==> src/acr_pkg.sv <==
// Shared constants and types for the converter configuration block.
// Assumes a single ref_clk domain and a 32-bit register port.
package acr_pkg;

  // Register map.
  localparam logic [7:0]  ACR_CFG_OFFSET = 8'h0c;
  localparam logic [31:0] ACR_CFG_RESET  = 32'h00000000;

  // Field positions inside the configuration word.
  localparam int ACR_WDCH_LSB     = 26;
  localparam int ACR_AUTOINJ_BIT  = 25;
  localparam int ACR_INJ_WD_BIT   = 24;
  localparam int ACR_REG_WD_BIT   = 23;
  localparam int ACR_SGL_BIT      = 22;
  localparam int ACR_QUEUE_BIT    = 21;
  localparam int ACR_INJ_DISC_BIT = 20;
  localparam int ACR_DCNT_LSB     = 17;
  localparam int ACR_REG_DISC_BIT = 16;
  localparam int ACR_DELAY_BIT    = 14;
  localparam int ACR_REPEAT_BIT   = 13;
  localparam int ACR_OVR_BIT      = 12;
  localparam int ACR_EDGE_LSB     = 10;
  localparam int ACR_SRC_LSB      = 6;
  localparam int ACR_ALIGN_BIT    = 5;
  localparam int ACR_RES_LSB      = 3;
  localparam int ACR_CIRC_BIT     = 1;
  localparam int ACR_XFER_BIT     = 0;

  // Writable fields grouped by the start flags that lock them.
  localparam logic [31:0] ACR_WMASK_BOTH = 32'h7e40403b;
  localparam logic [31:0] ACR_WMASK_REG  = 32'h008f3fc0;
  localparam logic [31:0] ACR_WMASK_INJ  = 32'h01300000;
  // Fields mirrored from the master converter in paired mode.
  localparam logic [31:0] ACR_SLAVE_MASK = 32'h023f6000;

  // Legal watchdog channel codes.
  localparam logic [4:0] ACR_CH_MIN = 5'h01;
  localparam logic [4:0] ACR_CH_MAX = 5'h12;

  // Values after reset of derived outputs.
  localparam logic       ACR_INJ_TRIG_EN_RST = 1'b1;
  localparam logic [3:0] ACR_DISC_COUNT_RST  = 4'h1;

  typedef enum logic [1:0] {
    ACR_EDGE_OFF  = 2'b00,
    ACR_EDGE_RISE = 2'b01,
    ACR_EDGE_FALL = 2'b10,
    ACR_EDGE_BOTH = 2'b11
  } acr_edge_t;

  typedef enum logic [1:0] {
    ACR_RES_12 = 2'b00,
    ACR_RES_10 = 2'b01,
    ACR_RES_8  = 2'b10,
    ACR_RES_6  = 2'b11
  } acr_res_t;

endpackage

==> src/acr_res_if.sv <==
// Result formatting link between the control logic and the aligner.
// Assumes both ends run on ref_clk.
`timescale 1ns/1ps
interface acr_res_if;
  logic [1:0]  res;
  logic        left;
  logic        load;
  logic [11:0] raw;
  logic [15:0] data;
  modport ctrl (output res, output left, output load, output raw,
                input data);
  modport fmt  (input res, input left, input load, input raw,
                output data);
endinterface

==> src/acr_align.sv <==
// Resolution masking and alignment of each regular conversion result that is loaded.
// Assumes the raw sample holds its bits in the low end.
`timescale 1ns/1ps
module acr_align
  import acr_pkg::*;
(
  // Clock and reset.
  input  wire logic ref_clk,
  input  wire logic srst,
  // Result link.
  acr_res_if.fmt    link
);
  typedef struct packed {
    logic [15:0] data;
  } acr_align_state_t;

  acr_align_state_t q;
  acr_align_state_t next_q;

  // Masks the sample to its width and places it right or left.
  function automatic logic [15:0] format(input logic [1:0] res,
                                         input logic left,
                                         input logic [11:0] raw);
    logic [11:0] mask;
    logic [3:0]  shift;
    mask  = 12'hfff;
    shift = 4'h4;
    unique case (acr_res_t'(res))
      ACR_RES_12: begin mask = 12'hfff; shift = 4'h4; end
      ACR_RES_10: begin mask = 12'h3ff; shift = 4'h6; end
      ACR_RES_8:  begin mask = 12'h0ff; shift = 4'h8; end
      ACR_RES_6:  begin mask = 12'h03f; shift = 4'ha; end
    endcase
    if (left) begin
      return {4'h0, raw & mask} << shift;
    end
    return {4'h0, raw & mask};
  endfunction

  // The data word changes only when a result is loaded.
  always_comb begin
    next_q = q;
    if (link.load) begin
      next_q.data = format(link.res, link.left, link.raw);
    end
  end

  always_ff @(posedge ref_clk) begin
    if (srst) begin
      q <= '0;
    end else begin
      q <= next_q;
    end
  end

  assign link.data = q.data;
endmodule

==> src/acr_sync.sv <==
// Three-stage synchroniser for the external trigger event lines.
// Assumes the lines are asynchronous to ref_clk.
`timescale 1ns/1ps
module acr_sync #(
  parameter int WIDTH = 16
) (
  // Clock and reset.
  input  wire logic             ref_clk,
  input  wire logic             srst,
  // Lines.
  input  wire logic [WIDTH-1:0] pin_in,
  output logic      [WIDTH-1:0] level_out
);
  typedef struct packed {
    logic [WIDTH-1:0] s1;
    logic [WIDTH-1:0] s2;
    logic [WIDTH-1:0] s3;
    logic [WIDTH-1:0] stable;
  } acr_sync_state_t;

  acr_sync_state_t q;
  acr_sync_state_t next_q;

  // A level is accepted only once the second and third stages agree.
  always_comb begin
    next_q        = q;
    next_q.s1     = pin_in;
    next_q.s2     = q.s1;
    next_q.s3     = q.s2;
    next_q.stable = (~(q.s2 ^ q.s3) & q.s3) | ((q.s2 ^ q.s3) & q.stable);
  end

  // All stages clear on reset.
  always_ff @(posedge ref_clk) begin
    if (srst) begin
      q <= '0;
    end else begin
      q <= next_q;
    end
  end

  assign level_out = q.stable;
endmodule

==> src/acr_top.sv <==
// Converter configuration register and the control decode behind it.
// Assumes the start flags and conversion events come from logic on
// ref_clk, and trigger event lines come from pins.
//
// The strobed register port was chosen for this implementation.
`timescale 1ns/1ps
module acr_top
  import acr_pkg::*;
#(
  parameter int EVENTS = 16
) (
  // Clock and reset.
  input  wire logic        ref_clk,
  input  wire logic        srst,
  // Register port.
  input  wire logic [7:0]  reg_addr,
  input  wire logic [31:0] reg_wdata,
  input  wire logic        reg_wr,
  input  wire logic        reg_rd,
  output logic      [31:0] reg_rdata,
  // Group activity flags.
  input  wire logic        regular_start_flag,
  input  wire logic        injected_start_flag,
  // Paired converter.
  input  wire logic        paired_mode_on,
  input  wire logic [31:0] master_cfg,
  // External trigger events.
  input  wire logic [15:0] trig_event_pin,
  // Conversion events.
  input  wire logic        conv_valid,
  input  wire logic        conv_injected,
  input  wire logic [4:0]  conv_channel,
  input  wire logic [11:0] conv_raw,
  input  wire logic        overrun_seen,
  input  wire logic        regular_group_done,
  input  wire logic        queue_empty,
  // Control outputs.
  output logic             regular_trigger,
  output logic             watchdog_check,
  output logic             auto_inject_start,
  output logic             injected_trigger_enable,
  output logic             disc_regular_on,
  output logic             disc_injected_on,
  output logic      [3:0]  disc_channel_count,
  output logic             repeat_on,
  output logic             delay_on,
  output logic             software_trigger_only,
  output logic             result_load,
  output logic      [15:0] result_data,
  output logic             transfer_request_on,
  output logic             transfer_mode_circular
);
  typedef struct packed {
    logic [31:0] cfg;
    logic [31:0] eff;
    logic [31:0] rdata;
    logic        trig_prev;
    logic        reg_trig;
    logic        wd_check;
    logic        auto_inj;
    logic        inj_trig_en;
    logic        res_load;
    logic [3:0]  disc_count;
    logic        xfer_on;
    logic        xfer_circ;
    logic        sw_only;
  } acr_top_state_t;

  localparam acr_top_state_t RESET_STATE = '{
    cfg:         ACR_CFG_RESET,
    eff:         ACR_CFG_RESET,
    rdata:       '0,
    trig_prev:   1'b0,
    reg_trig:    1'b0,
    wd_check:    1'b0,
    auto_inj:    1'b0,
    inj_trig_en: ACR_INJ_TRIG_EN_RST,
    res_load:    1'b0,
    disc_count:  ACR_DISC_COUNT_RST,
    xfer_on:     1'b0,
    xfer_circ:   1'b0,
    sw_only:     (ACR_CFG_RESET[ACR_EDGE_LSB +: 2] == 2'b00)
  };

  acr_top_state_t q;
  acr_top_state_t next_q;

  logic [15:0] trig_level;
  logic [31:0] eff_cfg;
  logic [31:0] wmask;
  logic        cfg_hit;
  logic        trig_now;
  logic        edge_seen;
  logic        wd_group_on;
  logic        wd_chan_ok;
  logic        load_now;
  acr_edge_t   edge_mode;

  acr_res_if res_link ();

  // Trigger lines arrive from pins and need a full crossing.
  acr_sync #(
    .WIDTH (EVENTS)
  ) u_sync (
    .ref_clk   (ref_clk),
    .srst      (srst),
    .pin_in    (trig_event_pin),
    .level_out (trig_level)
  );

  acr_align u_align (
    .ref_clk (ref_clk),
    .srst    (srst),
    .link    (res_link)
  );

  // True for channel codes that name a real input.
  function automatic logic chan_legal(input logic [4:0] ch);
    return (ch >= ACR_CH_MIN) && (ch <= ACR_CH_MAX);
  endfunction

  // Write mask: each field is writable only while its groups are idle,
  // and mirrored fields of a slave are never writable.
  function automatic logic [31:0] lock_mask(input logic reg_busy,
                                            input logic inj_busy,
                                            input logic paired);
    logic [31:0] m;
    m = '0;
    if (!reg_busy && !inj_busy) begin
      m = m | ACR_WMASK_BOTH;
    end
    if (!reg_busy) begin
      m = m | ACR_WMASK_REG;
    end
    if (!inj_busy) begin
      m = m | ACR_WMASK_INJ;
    end
    if (paired) begin
      m = m & ~ACR_SLAVE_MASK;
    end
    return m;
  endfunction

  // The value seen by software and by the control logic alike.
  assign eff_cfg = paired_mode_on ?
                   ((q.cfg & ~ACR_SLAVE_MASK) |
                    (master_cfg & ACR_SLAVE_MASK)) : q.cfg;
  assign cfg_hit = (reg_addr == ACR_CFG_OFFSET);
  assign wmask   = lock_mask(regular_start_flag, injected_start_flag,
                             paired_mode_on);

  // Trigger edge qualification on the selected event.
  assign edge_mode = acr_edge_t'(eff_cfg[ACR_EDGE_LSB +: 2]);
  assign trig_now  = trig_level[eff_cfg[ACR_SRC_LSB +: 4]];
  always_comb begin
    edge_seen = 1'b0;
    unique case (edge_mode)
      ACR_EDGE_OFF:  edge_seen = 1'b0;
      ACR_EDGE_RISE: edge_seen = trig_now && !q.trig_prev;
      ACR_EDGE_FALL: edge_seen = !trig_now && q.trig_prev;
      ACR_EDGE_BOTH: edge_seen = trig_now != q.trig_prev;
    endcase
  end

  // Watchdog qualification for the conversion in flight.
  assign wd_group_on = conv_injected ? eff_cfg[ACR_INJ_WD_BIT]
                                     : eff_cfg[ACR_REG_WD_BIT];
  assign wd_chan_ok  = !eff_cfg[ACR_SGL_BIT] ||
                       (chan_legal(eff_cfg[ACR_WDCH_LSB +: 5]) &&
                        (conv_channel ==
                         eff_cfg[ACR_WDCH_LSB +: 5]));

  // Regular results load unless an overrun keeps the old one.
  assign load_now = conv_valid && !conv_injected &&
                    (!overrun_seen || eff_cfg[ACR_OVR_BIT]);

  assign res_link.res  = eff_cfg[ACR_RES_LSB +: 2];
  assign res_link.left = eff_cfg[ACR_ALIGN_BIT];
  assign res_link.load = load_now;
  assign res_link.raw  = conv_raw;

  // Next state; reserved bits stay at reset since no mask covers them.
  always_comb begin
    next_q = q;
    if (reg_wr && cfg_hit) begin
      next_q.cfg = (q.cfg & ~wmask) | (reg_wdata & wmask);
    end
    next_q.eff         = eff_cfg;
    next_q.rdata       = (reg_rd && cfg_hit) ? eff_cfg : '0;
    next_q.trig_prev   = trig_now;
    // A trigger only counts while regular conversions are armed.
    next_q.reg_trig    = regular_start_flag && edge_seen;
    next_q.wd_check    = conv_valid && wd_group_on && wd_chan_ok;
    next_q.auto_inj    = regular_group_done &&
                         eff_cfg[ACR_AUTOINJ_BIT];
    next_q.inj_trig_en = !(eff_cfg[ACR_QUEUE_BIT] && queue_empty);
    next_q.res_load    = load_now;
    next_q.disc_count  = {1'b0, eff_cfg[ACR_DCNT_LSB +: 3]} + 4'h1;
    // Paired operation hands transfer control to the common register.
    next_q.xfer_on     = !paired_mode_on && eff_cfg[ACR_XFER_BIT];
    next_q.xfer_circ   = !paired_mode_on && eff_cfg[ACR_XFER_BIT] &&
                         eff_cfg[ACR_CIRC_BIT];
    next_q.sw_only     = (edge_mode == ACR_EDGE_OFF);
  end

  always_ff @(posedge ref_clk) begin
    if (srst) begin
      q <= RESET_STATE;
    end else begin
      q <= next_q;
    end
  end

  // Outputs come straight from the state register, result_data from the aligner's register.
  assign reg_rdata               = q.rdata;
  assign regular_trigger         = q.reg_trig;
  assign watchdog_check          = q.wd_check;
  assign auto_inject_start       = q.auto_inj;
  assign injected_trigger_enable = q.inj_trig_en;
  assign disc_regular_on         = q.eff[ACR_REG_DISC_BIT];
  assign disc_injected_on        = q.eff[ACR_INJ_DISC_BIT];
  assign disc_channel_count      = q.disc_count;
  assign repeat_on               = q.eff[ACR_REPEAT_BIT];
  assign delay_on                = q.eff[ACR_DELAY_BIT];
  assign software_trigger_only   = q.sw_only;
  assign result_load             = q.res_load;
  assign result_data             = res_link.data;
  assign transfer_request_on     = q.xfer_on;
  assign transfer_mode_circular  = q.xfer_circ;

  // Helpers that only the checks below read.
  logic [31:0] cfg_both;
  logic [31:0] cfg_reg;
  logic [31:0] cfg_slave;
  logic        auto_bit;
  logic [2:0]  dcnt_field;
  assign cfg_both   = q.cfg & ACR_WMASK_BOTH;
  assign cfg_reg    = q.cfg & ACR_WMASK_REG;
  assign cfg_slave  = q.cfg & ACR_SLAVE_MASK;
  assign auto_bit   = eff_cfg[ACR_AUTOINJ_BIT];
  assign dcnt_field = eff_cfg[ACR_DCNT_LSB +: 3];
endmodule

==> config.mk <==
export PLATFORM = sky130hd
export DESIGN_NAME = acr_top
export DESIGN_NICKNAME = d
export VERILOG_FILES = /design/src/acr_pkg.sv /design/src/acr_res_if.sv /design/src/acr_align.sv /design/src/acr_sync.sv /design/src/acr_top.sv
export SDC_FILE = /design/constraint.sdc
export NUM_CORES = 1
export LEC_CHECK = 0
export BUFFER_PORTS_ARGS = -buffer_cell sky130_fd_sc_hd__clkbuf_2
export CAP_MARGIN = 25
export CORE_UTILIZATION = 55
export DETAILED_ROUTE_END_ITERATION = 12
export PLACE_DENSITY = 0.94
export SYNTH_ARGS = -nofsm -noshare
export SYNTH_HDL_FRONTEND = slang
export SYNTH_SLANG_ARGS = --single-unit
export TNS_END_PERCENT = 20
==> constraint.sdc <==
create_clock -name ref_clk -period 5.75 [get_ports ref_clk]
set_input_delay 0.8625 -clock ref_clk [delete_from_list [all_inputs] [get_ports ref_clk]]
set_output_delay 0.8625 -clock ref_clk [all_outputs]
set_load 0.005 [all_outputs]
======== Word-level counts from Yosys, hierarchy flattened ========
Cells that the tools add are included.
Widths: inputs -> output; s select.
storage, ports and cells
  bits in registers ....................... 178
  bits of input ports ..................... 117
  output and inout bits ................... 64
  logic and storage cells ................. 91
cells by class
  add/sub/neg operators ................... 1
  equality and inequality tests ........... 9
  shift operators ......................... 1
  reductions and logical operators ........ 30
  order comparisons ....................... 3
  mux-type cells .......................... 17
  bitwise gates (word level) .............. 12
operators by type and width
  operator            count
  $pmux 12 s4         1
  $and 16x16->16      2
  $and 32x31->32      1
  $and 32x32->32      1
  $mux 16             2
  $mux 32             1
  $not 31->32         1
  $or 32x26->32       1
  $or 32x32->32       1
  $mux 31             1
  $mux 26             1
  $mux 25             1
  $mux 24             1
  $logic_and 1x1->1   16
  $not 16->16         1
  $or 16x16->16       1
  $pmux 4 s4          1
  $shl 12x4->16       1
  $xor 16x16->16      1
  $and 12x12->12      1
  $mux 12             1
  $logic_not 1->1     9
  $eq 2x2->1 const B  4
  $eq 8x4->1 const B  1
  15 further kinds    21

======== Depth between registers and ports, before layout ========
Gate-level depths: netlist of the first run.
  depth in word-level cells ............... 9
  depth in mapped cells ................... 9
  depth with buffers taken out ............ 8

======== Cells and area by module ========
A second synthesis of the first run with hierarchy kept.
unflattened totals
  cells, all modules ...................... 568
  area total of the unflattened synthesis .. 6105.9 µm²
by module, submodules not included
  module     times used  area an instance (µm²)  cells an instance
  acr_top    1           3037.9                  287
  acr_sync   1           2170.8                  183
  acr_align  1           897.1                   98

======== Worst setup path before layout of the first run ========
Ideal clock, no wire load.
  path type ............................... in2reg
  start ................................... input port reg_addr[5]
  end ..................................... register (tool-made name)
  library setup time ...................... 0.128 ns
  path buffers ............................ 1
  data arrival time ....................... 1.992 ns
  slack ................................... 3.630 ns
  stages .................................. 5
  required time ........................... 5.622 ns
  cells stage by stage .................... nor4_4 > and4_1 > buf_6 > mux2i_1 > nor2_1
RTL lines
  what                line           text
  start: declaration  acr_top.sv:16  input wire logic [7:0] reg_addr,

==> qor.csv, run 1 <==
metric,value,unit
Setup CP Type,reg -> reg,
Post-DP Area,6330,um^2
Final Max Tran Viols,0,
Max IR drop VDD,191,uV
die area,10900,um^2
initial antenna violation count,0,
Port Buffers,151,
top routing layer in use,met4,
Setup Viol. Count Final,0,
DR iter-0 viols,177,
dpl ws,2.84,ns
Post-Layout Cell Count,822,
metal3 WL,604,um
yosys warns,0,
crit path to,regular_trigger,
Total GRT Usage,23.1,%
total negative slack,0,ns
Max Root-Sink Buffers,2,
root buffer cell,clkbuf_8,
"Seq/Total Area, Yosys",53.6,%
Initial Util,56.3,%
Syn-to-layout area delta,20.7,%
Max transition margin,40.3,%
run status,completed,
vias per cell,5.15,
post-route cell area,6990,um^2
share of layout cells above drive strength 1,29.4,%
M1 wire length,5.00,mm
total detailed-routing wirelength,12.1,mm
f_max,385,MHz
Sink Count,155,
cts bufs inserted,17,
DP Cell Count,790,
"most common cell after layout, fill and taps aside",dfxtp_1,
H-tree depth,4,
nets,794,
DP HPWL,8.36,mm
Post-route DRC,0,
PD cells,345,nW/um^2
DR vias,4230,
Die X,105,um
Post-CTS Repair Setup Buffers,0,
Core ar.,10300,um^2
Antenna Cells,0,
Ports,181,
worst r2r dst,regular_trigger,
critical path arrival,2.94,ns
mapped cell area,5790,um^2
Routed wire per std cell,14.7,um
clk slew on worst S/H paths,0.07,ns
syn_area_per_cell,10.2,um^2
Post-Syn Instances,565,
worst slew pin tran,0.894,ns
Hold Buf Count CTS,0,
R2R Setup Slk,3.16,ns
"Req. time, crit path",6.09,ns
Rows,37,
number of global-route vias before repair,4190,
period utilisation layout,45.1,%
Filler Cell Count,796,
worst hold path type,reg -> reg,
Die Span Y,105,um
post-CTS resize count,0,
maxcap violations,0,
clk_lat worst skew,0.51,ns
"commonest non-fill, non-tap cells in the layout","155 x dfxtp_1, 150 x clkbuf_2, 53 x nor2_1, 52 x nor2b_1, 41 x mux2i_1",
Leak Pwr,0.00298,uW
crit end category,flop,
largest net degree at the start of global routing,71,
clock tree from TritonCTS,built,
first drt pass iteration count,4,
total power,2410,uW
R2R cell count,8,
Tmin final,2.59,ns
library cells used by synthesis,49,
Yosys reg bits,155,
startpoint types,flop,
first-pass GRT wire length,19.7,mm
CP Max Fanout,6,
RSZ-0062 raised after global routing,no,
global route overflow,0,
Final ANT Viol Nets,0,
met2 WL,6.25,mm
"Hold Violations, Final",0,
clk_skew,0.00848,ns
PnR worst setup slack,3.16,ns
gpl congestion,0.840,
[worst max-delay path, stage by stage, from the launching register on]
cell and delay, ns:
dfxtp_1 0.54, mux4_2 0.58, mux2i_1 0.15, mux2_2 0.20, inv_1 0.05, ha_1 0.26, inv_1 0.05, mux2i_1 0.05
a2111oi_0 0.54
[how the worst min path moves through the flow]
stage,depth (start not counted),endpoint,start
after floorplan,1,u_sync.next_q[16],u_sync.next_q[32]
after global placement,1,u_sync.next_q[28],u_sync.next_q[44]
after detailed placement,1,u_sync.next_q[18],u_sync.next_q[34]
after CTS,1,u_sync.next_q[20],u_sync.next_q[36]
after global routing,1,u_sync.next_q[28],u_sync.next_q[44]
final,1,u_sync.next_q[20],u_sync.next_q[36]
[Yosys cell counts, drive strengths merged]
master     n  area share, %
a2111oi    2           0.41
a211oi     4           0.52
a21boi     1           0.13
a21oi     34            2.9
a221oi     1           0.15
a311oi     2           0.30
and2      19            2.1
and4       2           0.30
and4bb     1           0.22
buf       48            5.8
clkbuf    17            1.1
conb       1          0.065
dfxtp    155             54
ha         3           0.65
inv        8           0.52
mux2       2           0.39
mux2i     41            7.1
mux4       8            3.1
nand2     29            1.9
nand2b     4           0.43
nand3      9           0.99
nand3b     7           0.91
nand4      2           0.48
nand4b     1           0.15
nor2      54            3.6
nor2b     52            5.6
nor3      15            1.3
nor3b      3           0.48
nor4       2           0.48
o2111ai    1           0.15
o21a       2           0.26
o21ai     22            1.9
o21bai     2           0.26
o221a      2           0.39
o31ai      1           0.13
or2        1           0.11
or3b       3           0.45
or4b       1           0.17
xor2       3           0.45
[where the power goes]
group | internal [uW] | switching, uW
clock | 766 | 433
combinational | 49.9 | 55.1
sequential | 1090 | 8.64
total | 1910 | 497
[cell type report]
class	count	area [um^2]	area share, %
Multi-Input combinational cell	339	2260	32.4
Timing Repair Buffer	153	777	11.1
Tap cell	136	170	2.44
Inverter	8	30.0	0.430
Clock buffer	19	432	6.18
Sequential cell	155	3100	44.4
Clock inverter	12	211	3.03
[cell families after synthesis]
| group | synth area share (%) |
|---|---|
| simple gates | 19.6 |
| flops | 53.6 |
| compound gates | 7.54 |
| buf+inv | 7.44 |
| mux | 10.6 |
| fa+ha+maj | 0.649 |
| xor+xnor | 0.454 |
| other cells | 0.0648 |
[layer usage]
metal  track usage [%]  vias up
li1                  -     2090
met1              26.2     1985
met2              41.0      134
met3              6.36       21
met4              9.36        0
met5                 0        -
[through the flow]
stage               utilization, %  hold slack [ns]
floorplan                        -            0.414
global placement              61.6            0.416
detailed placement            61.6            0.422
CTS                           67.9            0.438
global route                  68.0            0.451
finish                        68.0            0.436
Power figures use the tool's default switching activity.
==> run 2: changes to the inputs <==
- CORE_UTILIZATION: 55 -> 51
- PLACE_DENSITY: 0.94 -> 0.89
- clock period: 5.75 -> 2.6 ns (I/O delays scaled with it)
==> run 2 against run 1 <==
Fmax is 5.4% higher. Cell count is 1.2% higher. Routed wire length grew 2.6%. Utilization fell by 3.7 points. Hold slack got worse by 0.25 ns. Setup slack got worse by 3.0 ns. Sequential cell count did not move.
==> qor.csv, run 2 (same netlist as run 1, synthesis figures left out) <==
metric,value,unit
Core ar.,10900,um^2
clk_skew,0.00527,ns
cts bufs inserted,17,
number of global-route vias before repair,4260,
Tmin final,2.46,ns
R2R cell count,8,
Hold Buf Count CTS,0,
GRT busiest layer,met2,
met2 GRT Util,38.3,%
Post-DP Area,6390,um^2
critical path arrival,2.73,ns
Post-CTS Repair Setup Buffers,0,
Setup CP Type,reg -> reg,
H-tree depth,4,
Routed wire per std cell,14.9,um
Antenna Cells,0,
Max transition margin,46.4,%
Total GRT Usage,22.2,%
total power,5330,uW
share of layout cells above drive strength 1,29.8,%
crit end category,flop,
Worst Path Buf+Inv,2,
Ports,181,
Leak Pwr,0.00300,uW
nets,800,
root buffer cell,clkbuf_16,
worst hold path type,in -> reg,
Final Core Density,64.3,%
clk_lat worst skew,0.41,ns
total negative slack,0,ns
crit path cell chain,"mux4_2, mux2i_1, mux2_2, inv_1, ha_1, inv_1, mux2i_1, a2111oi_0",
DP HPWL,8.74,mm
Max Root-Sink Buffers,2,
Filler Cell Count,855,
post-route cell area,7030,um^2
clock tree from TritonCTS,built,
"Hold Violations, Final",0,
post-CTS resize count,0,
first-pass GRT wire length,19.8,mm
Rows,38,
PnR worst setup slack,0.138,ns
worst hold stages,2,
worst r2r dst,regular_trigger,
largest net degree at the start of global routing,81,
Syn-to-layout area delta,21.4,%
Hold Crit Start,trig_event_pin[8],
crit-path leading delay family,multiplexers,
Port Buffers,151,
met1 usage,24.7,%
Die X,109,um
PD cells,758,nW/um^2
Final Max Tran Viols,0,
run status,completed,
Slowest cell on crit path,mux4_2,
RSZ-0062 raised after global routing,no,
dpl ws,0.150,ns
Sink Count,155,
startpoint types,flop,
DR vias,4330,
maxcap violations,0,
gpl congestion,0.881,
total detailed-routing wirelength,12.4,mm
clk slew on worst S/H paths,0.06,ns
Max IR drop VDD,519,uV
"commonest non-fill, non-tap cells in the layout","155 x dfxtp_1, 150 x clkbuf_2, 53 x nor2_1, 52 x nor2b_1, 41 x mux2i_1",
Final ANT Viol Nets,0,
period utilisation layout,94.7,%
GRT met3 Usage,6.03,%
hold-critical path endpoint,u_sync.next_q[40],
f_max,406,MHz
"most common cell after layout, fill and taps aside",dfxtp_1,
initial antenna violation count,0,
die area,11800,um^2
Setup Viol. Count Final,0,
first drt pass iteration count,4,
Die Span Y,109,um
CP peak stage delay,0.54,ns
Initial Util,52.9,%
Post-route DRC,0,
R2R Setup Slk,0.14,ns
DR iter-0 viols,394,
CP Max Fanout,6,
global route overflow,0,
"Req. time, crit path",2.87,ns
worst slew pin tran,0.804,ns
vias per cell,5.20,
==> run 2: cell count changes in the layout (fill, tap and decap cells not counted), sizes merged <==
cell,previous run,this run
buf,3,9
inv,12,9
clkbuf,169,171
clkinvlp,2,3
==> run 2: worst max-delay path by stage <==
stage               cells after the start  slack, ns         endpoint
floorplan                               9       0.52  regular_trigger
global placement                        8       0.33  regular_trigger
detailed placement                      8       0.15  regular_trigger
CTS                                     8       0.13  regular_trigger
global route                            8       0.02  regular_trigger
finish                                  8       0.14  regular_trigger
==> run 2: per-layer routing <==
layer / wire [um] / part of all wire, %
met1: 4930 / 40
met2: 6320 / 51
met3: 756 / 6.1
met4: 400 / 3.2
met5: 0 / 0
==> run 2: power by group <==
group,switching (uW),internal (uW)
Clock,924,1730
Sequential,19.7,2420
Combinational,122,111
==> run 2: final cells by class <==
cell class                      count  area, um^2  share of cell area [%]
Clock inverter                     10         190                    2.71
Tap cell                          140         175                    2.49
Multi-Input combinational cell    339        2260                    32.2
Clock buffer                       21         450                    6.41
Inverter                            8        30.0                   0.427
Sequential cell                   155        3100                    44.1
Timing Repair Buffer              159         818                    11.6
==> run 2: per-stage QoR <==
stage                     hold slack [ns]  std cells
after floorplan                     0.414        567
after global placement              0.418        801
after detailed placement            0.424        801
after CTS                           0.171        832
after global routing                0.178        832
final                               0.184        832
==> run 3: changes to the inputs <==
- ABC_AREA: not set -> 1
- CORE_UTILIZATION: 51 -> 45
- PLACE_DENSITY: 0.89 -> 0.81
==> run 3 against run 2 <==
Non-clock buffer count shrank 2. Highest routed layer unchanged. Critical endpoint unchanged. Via count up 12%. Power decreased by 1.8%. Fmax rose by 31%. Critical path depth up 2. Die area grew 14%. Routed wire length decreased by 2.2%. Utilization shrank 8.2 points. Cell count grew 28%. Largest power group unchanged. Hold slack lost 0.035 ns.
==> qor.csv, run 3 <==
metric,value,unit
PnR worst setup slack,0.722,ns
Core ar.,12600,um^2
Port Buffers,151,
post-route cell area,7080,um^2
clk_lat worst skew,0.41,ns
Yosys reg bits,155,
Rows,41,
clock tree from TritonCTS,built,
Die Span Y,116,um
Setup CP Type,reg -> reg,
f_max,532,MHz
"EDFF count, synth",0,
asr flop ratio synth,0,%
Final ANT Viol Nets,0,
Initial Util,46.3,%
vias per cell,4.56,
Syn-to-layout area delta,21.1,%
Filler Cell Count,1163,
initial antenna violation count,0,
worst hold path type,in -> reg,
Comb power frac,4.5,%
Reg area,3100,um^2
number of global-route vias before repair,4307,
total negative slack,0,ns
DR vias,4841,
Hold Buf Count CTS,0,
yosys warns,0,
total detailed-routing wirelength,12.1,mm
"most common cell after layout, fill and taps aside",nor2_1,
Pint,4150,uW
Ports,181,
Die X,116,um
H-tree depth,4,
DP HPWL,8.58,mm
Max IR drop VDD,528,uV
clk_skew,0.0111,ns
most common flop cell mapped by yosys,dfxtp_1,
Leak Pwr,0.00336,uW
"Seq/Total Area, Yosys",53.1,%
sw power,1080,uW
nets,997,
Post-DP Area,6460,um^2
Post-CTS Repair Setup Buffers,0,
Max Root-Sink Buffers,2,
cts bufs inserted,17,
PD cells,738,nW/um^2
area of the multi-input gates,1960,um^2
worst slew pin tran,0.729,ns
first-pass GRT wire length,19.8,mm
"Hold Violations, Final",0,
Synth area leaders,"dfxtp_1 53%, nor2_1 11%, nand2_1 7.1%, inv_1 6.5%, buf_4 4.9%",
first drt pass iteration count,7,
"commonest non-fill, non-tap cells in the layout","170 x nor2_1, 155 x dfxtp_1, 151 x clkbuf_2, 110 x nand2_1, 102 x inv_1",
RSZ-0062 raised after global routing,no,
dpl ws,0.664,ns
most common library cells after synthesis,"170 x nor2_1, 155 x dfxtp_1, 110 x nand2_1",
Max transition margin,51.4,%
post-CTS resize count,0,
period utilisation layout,72.2,%
Setup Viol. Count Final,0,
global route overflow,0,
share of layout cells above drive strength 1,21.3,%
critical path arrival,2.17,ns
library cells used by synthesis,29,
Yosys top cell area share,53.1,%
run status,completed,
Sink Count,155,
sw frac,20.6,%
Final Core Density,56.1,%
DR iter-0 viols,268,
maxcap violations,0,
Final Max Tran Viols,0,
Tmin final,1.88,ns
syn_area_per_cell,7.65,um^2
Post-Syn Instances,764,
Routed wire per std cell,11.4,um
"Req. time, crit path",2.89,ns
largest net degree at the start of global routing,73,
Total GRT Usage,19.2,%
power share of the clock group,48.8,%
CP Max Fanout,13,
Post-route DRC,0,
clk slew on worst S/H paths,0.06,ns
Antenna Cells,0,
crit end category,flop,
die area,13500,um^2
post-synth top area cell,dfxtp_1,
root buffer cell,clkbuf_16,
mapped cell area,5850,um^2
sequential share of power,46.7,%
gpl congestion,0.864,
most frequent cell after synthesis,nor2_1,
startpoint types,flop,
-- run 3: cell types whose count changed after synthesis, sizes merged, moves of 19 or more --
cell   delta
nor2    +117
inv      +94
nand2    +81
nor2b    -52
mux2i    -38
o21ai    +24
and2     -19
nand3    +19
-- run 3: cells by family (layout without fill, tap and decap cells) --
| logic type | count (synthesis) | count (layout) | share of synthesized area [%] |
|---|---|---|---|
| multiplexers | 3 | 3 | 0.514 |
| buffers and inverters | 169 | 292 | 13.6 |
| XOR/XNOR | 2 | 2 | 0.300 |
| flip-flops | 155 | 155 | 53.1 |
| AO/OA/AOI/OAI | 97 | 97 | 8.67 |
| adder cells (fa/ha/maj) | 3 | 3 | 0.642 |
| other | 1 | 3 | 0.0641 |
| AND/OR/NAND/NOR | 334 | 334 | 23.1 |
-- run 3: worst paths after layout --
kind / startpoint / end / slack, ns / depth (start not counted)
worst min-delay path: queue_empty / injected_trigger_enable / 0.15 / 2
worst max register to register: flop / regular_trigger / 0.72 / 10
worst max-delay path: flop / regular_trigger / 0.72 / 10
worst min register to register: u_sync.next_q[35] / u_sync.next_q[19] / 0.40 / 2
-- run 3: through the flow --
step / power, uW / hold WS, ns / instances
floorplan: 2610 / 0.388 / 766
global placement: 2720 / 0.389 / 1030
detailed placement: 2730 / 0.392 / 1030
CTS: 5290 / 0.128 / 1061
global route: 5430 / 0.132 / 1061
finish: 5230 / 0.149 / 1061
-- run 3: layer usage --
layer | vias to the layer above | GRT usage, % | share of wire (%)
met3 | 6 | 6.07 | 5.9
met5 | - | 0 | 0
met4 | 0 | 7.86 | 0.73
li1 | 2553 | - | -
met2 | 169 | 30.8 | 47
met1 | 2113 | 23.8 | 46
-- run 3: cell type report --
| class | count | share of cell area (%) |
|---|---|---|
| multi-input cells | 442 | 27.6 |
| inverters | 104 | 5.51 |
| repair buffers | 157 | 11.3 |
| clock buffers | 20 | 6.31 |
| flip-flops and latches | 155 | 43.8 |
| well taps | 172 | 3.04 |
| clock inverters | 11 | 2.40 |
-- run 3: power by group through the flow --
stage	Sequential (uW)	Clock (uW)	Combinational, uW
final	2440	2550	234
after global routing	2450	2720	267
after CTS	2440	2620	235
after detailed placement	2490	0	234
after global placement	2490	0	230
after floorplan	2490	0	122
-- run 3: worst max-delay path: stages, from the launching register on --
cell      delay (ns)
dfxtp_1         0.56
inv_1           0.21
nand2_1         0.11
nand3_1         0.07
nand3_1         0.09
nand3_1         0.09
nand2_1         0.11
inv_1           0.05
ha_1            0.17
a211oi_1        0.22
nor3_1          0.06
